[config.mk]
export PLATFORM = sky130hd
export DESIGN_NAME = frc_regs
export DESIGN_NICKNAME = d
export VERILOG_FILES = /design/src/frc_regs.v
export VERILOG_INCLUDE_DIRS = /design/src
export SDC_FILE = /design/constraint.sdc
export NUM_CORES = 1
export LEC_CHECK = 0
export ABC_AREA = 0
export BUFFER_PORTS_ARGS = -buffer_cell sky130_fd_sc_hd__buf_2
export CAP_MARGIN = 30
export CORE_MARGIN = 5
export CORE_UTILIZATION = 44
export CTS_BUF_LIST = sky130_fd_sc_hd__clkbuf_4 sky130_fd_sc_hd__clkbuf_8
export CTS_CLUSTER_DIAMETER = 30
export DETAILED_ROUTE_END_ITERATION = 6
export PLACE_DENSITY = 0.86
export SETUP_SLACK_MARGIN = 0.05
export SLEW_MARGIN = 10
export SYNTH_ARGS = -nofsm -noshare
export SYNTH_HDL_FRONTEND = slang
export SYNTH_SLANG_ARGS = --single-unit
[constraint.sdc]
create_clock -name core_clk -period 1.3 [get_ports core_clk]
set_clock_uncertainty 0.15 [all_clocks]
set_input_delay 0.065 -clock core_clk [delete_from_list [all_inputs] [get_ports core_clk]]
set_output_delay 0.065 -clock core_clk [all_outputs]
set_load 0.01 [all_outputs]
[src/frc_consts.vh]
`ifndef FRC_CONSTS_VH
`define FRC_CONSTS_VH

// instruction codes
`define FRC_OP_SET_READ_PERSIST  8'h65
`define FRC_OP_SET_READ_WORK_A   8'hC0
`define FRC_OP_SET_READ_WORK_B   8'h63
// function register write code: arbitrary, not fixed by the device description
`define FRC_OP_WRITE_FUNCTION    8'h42

// function register fields
`define FRC_FN_RESET_DISABLE     0
`define FRC_FN_BOTTOM_SELECT     1
`define FRC_FN_PROG_SUSPENDED    2
`define FRC_FN_ERASE_SUSPENDED   3
`define FRC_FN_ROW_LOCK_LSB      4
`define FRC_FN_ROW_LOCK_MSB      7
// one-time-programmable bits of the function register
`define FRC_FN_OTP_MASK          8'hF3
`define FRC_FN_RESET_VALUE       8'h00

// read parameter fields
`define FRC_RP_BURST_LSB         0
`define FRC_RP_BURST_MSB         1
`define FRC_RP_WRAP_ENABLE       2
`define FRC_RP_DUMMY_LSB         3
`define FRC_RP_DUMMY_MSB         6
`define FRC_RP_PIN_ROLE          7
`define FRC_RP_RESET_VALUE       8'h00

// burst length codes
`define FRC_BURST_CODE_8         2'h0
`define FRC_BURST_CODE_16        2'h1
`define FRC_BURST_CODE_32        2'h2
`define FRC_BURST_CODE_64        2'h3
`define FRC_BURST_BYTES_8        7'h08
`define FRC_BURST_BYTES_16       7'h10
`define FRC_BURST_BYTES_32       7'h20
`define FRC_BURST_BYTES_64       7'h40

// dummy count used when the field is zero
`define FRC_DUMMY_DEFAULT        4'h8

`endif

[src/frc_regs.v]
`timescale 1ns/10ps
`default_nettype none
`include "frc_consts.vh"

module frc_regs #(
    parameter [3:0] DUMMY_DEFAULT = `FRC_DUMMY_DEFAULT
) (
    input  wire       core_clk,
    input  wire       resetn,
    input  wire       por_n,
    input  wire       pkg_dedicated_reset,
    input  wire       cmd_valid,
    input  wire [7:0] cmd_opcode,
    input  wire [7:0] cmd_data,
    input  wire       program_busy,
    input  wire       erase_busy,
    input  wire       suspend_cmd,
    input  wire       resume_cmd,
    input  wire       quad_lines_enable,
    input  wire       four_wire_instruction_mode,
    input  wire [1:0] info_row_sel,
    output wire [7:0] function_otp_status,
    output reg  [7:0] read_params_persistent,
    output reg  [7:0] read_parameters,
    output reg        protect_area_bottom_select,
    output reg  [3:0] info_row_lock,
    output reg        info_row_prog_allowed,
    output reg        reset_on_dedicated_pin,
    output reg        shared_pin_is_pause,
    output reg        shared_pin_is_reset,
    output reg        data_line_three,
    output reg        data_line_two,
    output reg  [3:0] dummy_cycles,
    output reg        wrap_in_burst,
    output reg  [6:0] burst_bytes,
    output reg        load_done
);

    reg        strap_taken;
    // one-time bits and suspend flags live in separate reset domains
    reg  [5:0] otp_bits;
    reg  [1:0] susp_bits;
    reg  [7:0] next_function;
    reg  [7:0] next_persistent;
    reg  [7:0] next_working;
    reg        next_prog_susp;
    reg        next_erase_susp;
    reg  [3:0] dummy_field;
    reg  [6:0] next_burst;
    reg        next_pause;
    reg        next_reset;
    reg        next_line3;
    wire       wr_function;
    wire       wr_persist;
    wire       wr_working;

    assign function_otp_status = {otp_bits[5:2], susp_bits, otp_bits[1:0]};
    assign wr_function = cmd_valid && (cmd_opcode == `FRC_OP_WRITE_FUNCTION);
    assign wr_persist  = cmd_valid && (cmd_opcode == `FRC_OP_SET_READ_PERSIST);
    assign wr_working  = cmd_valid && ((cmd_opcode == `FRC_OP_SET_READ_WORK_A) ||
                                       (cmd_opcode == `FRC_OP_SET_READ_WORK_B));

    always @* begin
        next_function = function_otp_status;
        // bit 0 write sticks once 1
        if (wr_function) begin
            next_function = function_otp_status | (cmd_data & `FRC_FN_OTP_MASK);
        end
        // package default for bit 0, caught after power-on release
        if (!strap_taken) begin
            next_function[`FRC_FN_RESET_DISABLE] = pkg_dedicated_reset ? 1'b0 : 1'b1;
        end
        // set wins over resume in the same cycle
        next_prog_susp = function_otp_status[`FRC_FN_PROG_SUSPENDED];
        if (resume_cmd) begin
            next_prog_susp = 1'b0;
        end
        if (suspend_cmd && program_busy) begin
            next_prog_susp = 1'b1;
        end
        next_erase_susp = function_otp_status[`FRC_FN_ERASE_SUSPENDED];
        if (resume_cmd) begin
            next_erase_susp = 1'b0;
        end
        if (suspend_cmd && erase_busy) begin
            next_erase_susp = 1'b1;
        end
        next_function[`FRC_FN_PROG_SUSPENDED]  = next_prog_susp;
        next_function[`FRC_FN_ERASE_SUSPENDED] = next_erase_susp;
    end

    always @* begin
        next_persistent = wr_persist ? cmd_data : read_params_persistent;
        next_working    = read_parameters;
        // load of the working copy after each resetn release
        if (!load_done) begin
            next_working = read_params_persistent;
        end else if (wr_working) begin
            next_working = cmd_data;
        end
    end

    // persistent copy and one-time bits survive the ordinary reset
    always @(posedge core_clk or negedge por_n) begin
        if (!por_n) begin
            otp_bits                 <= 6'h00;
            read_params_persistent   <= `FRC_RP_RESET_VALUE;
            strap_taken              <= 1'b0;
        end else begin
            otp_bits                 <= {next_function[7:4], next_function[1:0]};
            read_params_persistent   <= next_persistent;
            strap_taken              <= 1'b1;
        end
    end

    always @(posedge core_clk or negedge resetn) begin
        if (!resetn) begin
            susp_bits                <= 2'h0;
            read_parameters          <= `FRC_RP_RESET_VALUE;
            load_done                <= 1'b0;
        end else begin
            susp_bits                <= next_function[3:2];
            read_parameters          <= next_working;
            load_done                <= 1'b1;
        end
    end

    // dummy count, burst length, wrap and pin role below read the working copy
    always @* begin
        dummy_field = read_parameters[`FRC_RP_DUMMY_MSB:`FRC_RP_DUMMY_LSB];
        if (dummy_field == 4'h0) begin
            dummy_field = DUMMY_DEFAULT;
        end
        case (read_parameters[`FRC_RP_BURST_MSB:`FRC_RP_BURST_LSB])
            `FRC_BURST_CODE_8:  next_burst = `FRC_BURST_BYTES_8;
            `FRC_BURST_CODE_16: next_burst = `FRC_BURST_BYTES_16;
            `FRC_BURST_CODE_32: next_burst = `FRC_BURST_BYTES_32;
            default:            next_burst = `FRC_BURST_BYTES_64;
        endcase
        next_line3 = 1'b0;
        next_pause = 1'b0;
        next_reset = 1'b0;
        // quad or four-wire mode overrides the role bit
        // quad enable makes the pin a data line
        if (quad_lines_enable || four_wire_instruction_mode) begin
            next_line3 = 1'b1;
        end else if (pkg_dedicated_reset && function_otp_status[`FRC_FN_RESET_DISABLE]) begin
            next_reset = 1'b1;
        end else if (pkg_dedicated_reset) begin
            next_pause = 1'b1;
        // role bit picks pause or reset
        end else if (read_parameters[`FRC_RP_PIN_ROLE]) begin
            next_reset = 1'b1;
        end else begin
            next_pause = 1'b1;
        end
    end

    // outputs registered, one cycle behind the registers
    always @(posedge core_clk or negedge resetn) begin
        if (!resetn) begin
            protect_area_bottom_select <= 1'b0;
            info_row_lock              <= 4'h0;
            info_row_prog_allowed      <= 1'b0;
            reset_on_dedicated_pin     <= 1'b0;
            shared_pin_is_pause        <= 1'b0;
            shared_pin_is_reset        <= 1'b0;
            data_line_three            <= 1'b0;
            data_line_two              <= 1'b0;
            dummy_cycles               <= 4'h0;
            wrap_in_burst              <= 1'b0;
            burst_bytes                <= 7'h00;
        end else begin
            protect_area_bottom_select <= function_otp_status[`FRC_FN_BOTTOM_SELECT];
            info_row_lock              <= function_otp_status[`FRC_FN_ROW_LOCK_MSB:`FRC_FN_ROW_LOCK_LSB];
            info_row_prog_allowed      <= ~function_otp_status[`FRC_FN_ROW_LOCK_LSB + info_row_sel];
            reset_on_dedicated_pin     <= pkg_dedicated_reset & ~function_otp_status[`FRC_FN_RESET_DISABLE];
            shared_pin_is_pause        <= next_pause;
            shared_pin_is_reset        <= next_reset;
            data_line_three            <= next_line3;
            // protect pin becomes data line two
            data_line_two              <= quad_lines_enable | four_wire_instruction_mode;
            dummy_cycles               <= dummy_field;
            wrap_in_burst              <= read_parameters[`FRC_RP_WRAP_ENABLE];
            burst_bytes                <= next_burst;
        end
    end

endmodule
`default_nettype wire

* Word-level counts from Yosys, hierarchy flattened
Index checks and enable logic that the tools add are counted.
** Cells by class
- Equal/unequal tests :: 8
- Add/subtract/negate cells :: 1
- Order comparisons :: 1
- Reduce and logical (&&, ||, !) cells :: 12
- Bitwise logic cells :: 5
- Multiplexer cells :: 21
** Operators with widths (number)
- 8-bit by 7-bit == test with 1-bit output, second input constant :: 3
- 7-bit case mux with 3 select lines :: 1
- 1-bit 2-to-1 mux :: 16
- 8-bit 2-to-1 mux :: 2
- 8-bit == test, second input constant :: 1
- 8-bit bitwise OR :: 1
- 1-bit logical AND :: 6
- 3-bit by 2-bit adder with 4-bit output, first input constant :: 1
- 4-bit logical NOT :: 1
- 4-bit < comparator, second input constant :: 1
- 4-bit 2-to-1 mux :: 1
- 2-bit by 1-bit inequality test with 1-bit output, second input constant :: 2
- 2-bit nonzero test :: 2
- 1-bit binary-select mux with 3-bit select :: 1
- 2-bit by 1-bit == test with 1-bit output, second input constant :: 1
- 2-bit == test, second input constant :: 1
- 2-bit logical NOT :: 1
- 1-bit logical OR :: 2
- 1-bit NOT :: 2
- 1-bit AND :: 1
- 1-bit bitwise OR :: 1
** Word-level totals
- Bits in registers :: 49
- Word-level logic and storage cells :: 67

* Depth between registers and ports, before layout
- Word-level depth :: 5
- Gate-level depth with buffers :: 4
- Depth with buffers taken out :: 3

* Worst setup path before layout
Ideal clock, no wire load.
- Path kind :: register to register
- From :: register load_done
- To :: register read_parameters[3]
- Cell stages (with the launch flop) :: 5
- Period minus slack after synthesis :: 1235 ps
- Required time :: 1008 ps
- Path slack :: 65 ps
- Data arrival time :: 942 ps
- Library setup time :: 142 ps
- Cells stage by stage :: dfrtp_1 -> clkbuf_1 -> and2_1 -> o2111ai_1 -> o221ai_1
** Between the ends
- Cells in the longest elaborated chain, start to end :: 1
- Elaborated cells between the ends (all ways) :: 2
- Classes of those cells :: eq/ne: 1; mux: 1
** Ends and longest elaborated chain
- start: declaration :: RTL line frc_regs.v:36 : output reg load_done
- start signal: assignment :: RTL line frc_regs.v:120 : load_done <= 1'b0;
- start signal: assignment :: RTL line frc_regs.v:124 : load_done <= 1'b1;
- 2-bit by 1-bit inequality test with 1-bit output (no source line) or 8-bit 2-to-1 mux (tied branches)
- end signal: assignment :: RTL line frc_regs.v:119 : read_parameters <= `FRC_RP_RESET_VALUE;
- end signal: assignment :: RTL line frc_regs.v:123 : read_parameters <= next_working;
- end: declaration :: RTL line frc_regs.v:24 : output reg [7:0] read_parameters,
Parallel ways exist; a longest one is shown, timed or not.
A chain may end at the register's enable or synchronous reset.

* Worst setup path in the final report
- From :: register load_done
- To :: register read_parameters[2]
Same word-level chain as after synthesis.

==> results.toml <==
[placement]
preCtsSetupSlack_ns = -0.07213
io_buffers = 73
place.gp.congestion = 0.7940
dp_hpwl_mm = 3.178
postPlaceCellArea_um2 = 2298

[worst_setup_path]
critPathSlowestCell = "dfrtp_2"
cp-end-kind = "flip-flop"
critPathMaxStageDelay_ns = 0.47
cp.required_ns = 1.31
critical-path-top-delay-family = "flip-flops"
timing.rr.start = "load_done"
cp_cell_sequence = "buf_6 -> and2_1 -> o2111ai_2 -> o211ai_1"
cp-start-kind = "flip-flop"
crit_buf_inv = 1
cp.arrival_ns = 1.25
critPathMaxFanout = 7
startpoint = "load_done"
worstSetupPathType = "flip-flop to flip-flop"

[finish]
drive_gt1_frac = 0.4960
area_growth_pct = 48.46
nNetsFinal = 276
final_area_um2 = 2768
antenna_cells = 0
final_core_util = 0.6821

[route]
dr.pass1.iters = 4
vias_per_cell = 5.030
wl_mm = 4.998
ant_nets = 0
vias = 1499
first_iter_violations = 49
wl_per_cell_um = 16.77
drc = 0

[logic_synthesis]
ys_seq_elements = 45
ys_seq_area_frac = 0.6040
syn_inst = 144
yosys_warnings = 0
async_flop_share = 1.000
synth_edf_count = 0
syn_avg_cell_area_um2 = 12.95
syn-cell-area_um2 = 1864
ys_types = 31
synth_flop_cell = "dfrtp_1"

[timing]
finalSetupViolCount = 0
hold_viol_final = 0
worst_slack_ns = 0.06711
timing.final.crit_share = 0.9484
whs_ns = 0.05359
relSlewSlack = 0.5444
post-route-min-period_ns = 1.233
slew_viol_final = 0
tightest_slew_ns = 0.6835
rsz0062_at_grt = "yes"
fin_setup_tns_ns = 0
fmax_mhz = 811.1

[floorplan]
die_w_um = 75.09
num_io_pins = 77
fp.dieArea_um2 = 5639
core-area_um2 = 4058
die-height_um = 75.09
num_rows = 23
initial_core_util = 0.4595

[global_route]
grt_first_pass_wirelength_mm = 7.500
antenna_found_initial = 0
grt_pass1_vias = 1487
grt_overflow_total = 0
grt_max_degree = 31
grt_usage = 0.1830

[run]
drv_cap = 0

[clocking]
cts_max_path_buffers = 2
cts_num_sinks = 45
clk_pin_slew_ns = 0.08
htree_levels = 2
cts-buffers-inserted = 5
cts-root-buf = "clkbuf_8"
cts_tree = "done"
insertion_delay_ns = 0.29

[pwr]
powerDensity_nw_per_um2 = 1090
leakagePower_nw = 1.453
ir_drop_uv = 678.4

[hold_path]
hold_path.class = "input pin to async pin"

[status]
outcome = "complete, no violations"
## area by class of cell
type	count	area, um^2
fillers	300	1290
flip-flops and latches	45	1127
multi-input cells	80	713.2
repair buffers	105	711.9
clock buffers	6	76.32
well taps	50	62.56
clock inverters	2	38.79
inverters	10	37.54
## metrics by stage
stage	total power [mW]	instances
after floorplan	1.706	147
after global placement	1.882	265
after detailed placement	1.895	265
after CTS	2.997	296
after global routing	3.145	298
final	3.017	298
## logic make-up (layout without fill, tap and decap cells)
logic type | after synthesis | count (layout) | synth area share
and+or+nand+nor | 39 | 39 | 0.1342
AOI/OAI and AO/OA | 25 | 25 | 0.1128
buffers and inverters | 22 | 123 | 0.05772
other | 2 | 5 | 0.004028
DFF | 45 | 45 | 0.6040
muxes | 11 | 11 | 0.08725
## where the power goes
group	internal [mW]	switching [mW]
registers	1.48	0.0517
clock network	0.598	0.454
logic	0.225	0.213
total	2.30	0.719
## cells in the mapped netlist (3+ instances only)
| master | number | area (um^2) |
|---|---|---|
| nand2b_1 | 3 | 18.77 |
| a21o_1 | 5 | 37.54 |
| mux2_4 | 8 | 120.1 |
| o211ai_1 | 3 | 22.52 |
| dfrtp_1 | 45 | 1126 |
| nor2b_1 | 4 | 25.02 |
| buf_4 | 4 | 30.03 |
| nand2_1 | 10 | 37.54 |
| inv_1 | 9 | 33.78 |
| and2_1 | 9 | 56.30 |
| o2111ai_1 | 8 | 70.07 |
| clkbuf_1 | 5 | 18.77 |
| o221ai_1 | 5 | 43.79 |
## cells in the final DEF (no fill, tap or decap), types with 3 or more instances in the layout
cell,count
o2111ai_2,6
o221ai_2,3
dfrtp_1,44
conb_1,5
nand2_1,9
buf_6,5
nor2b_1,4
mux2_4,8
dlygate4sd3_1,19
and2_1,7
a21o_1,5
inv_1,9
buf_2,72
buf_4,6
o211ai_1,3
clkbuf_8,5
## worst paths after layout
kind	endpoint	slack (ns)	cells after the start
min	otp_bits[0]	0.05	2
min in group core_clk	read_parameters[7]	0.06	4
max reg2reg	read_parameters[2]	0.07	4
max in group asynchronous	load_done	0.35	2
max	read_parameters[2]	0.07	4
min reg2reg	wrap_in_burst	0.25	0
## layer usage
layer,vias to the layer above,global-route usage,part of all wire
met5,-,0,0
met4,0,0.07708,0.015
met3,4,0.04539,0.059
met2,50,0.3124,0.54
met1,741,0.2193,0.38
li1,704,-,-
## flip-flops by register name, indices dropped and copies added, names as in the netlist
register                    cells
load_done                       1
shared_pin_is_reset             1
info_row_lock                   4
susp_bits                       2
burst_bytes                     4
otp_bits                        6
data_line_three                 1
info_row_prog_allowed           1
read_params_persistent          8
strap_taken                     1
shared_pin_is_pause             1
protect_area_bottom_select      1
read_parameters                 8
reset_on_dedicated_pin          1
dummy_cycles                    4
wrap_in_burst                   1
## timing repair
item                       in CTS  in global routing
buffers inserted                4                  1
hold endpoints to repair       66                  0
hold buffers                   19                  0
gates resized for setup         4                 19
pin swaps                       1                  5
setup endpoints to repair       8                  9
cloned                          0                  1
No activity file was read; power rests on OpenSTA's default activity.
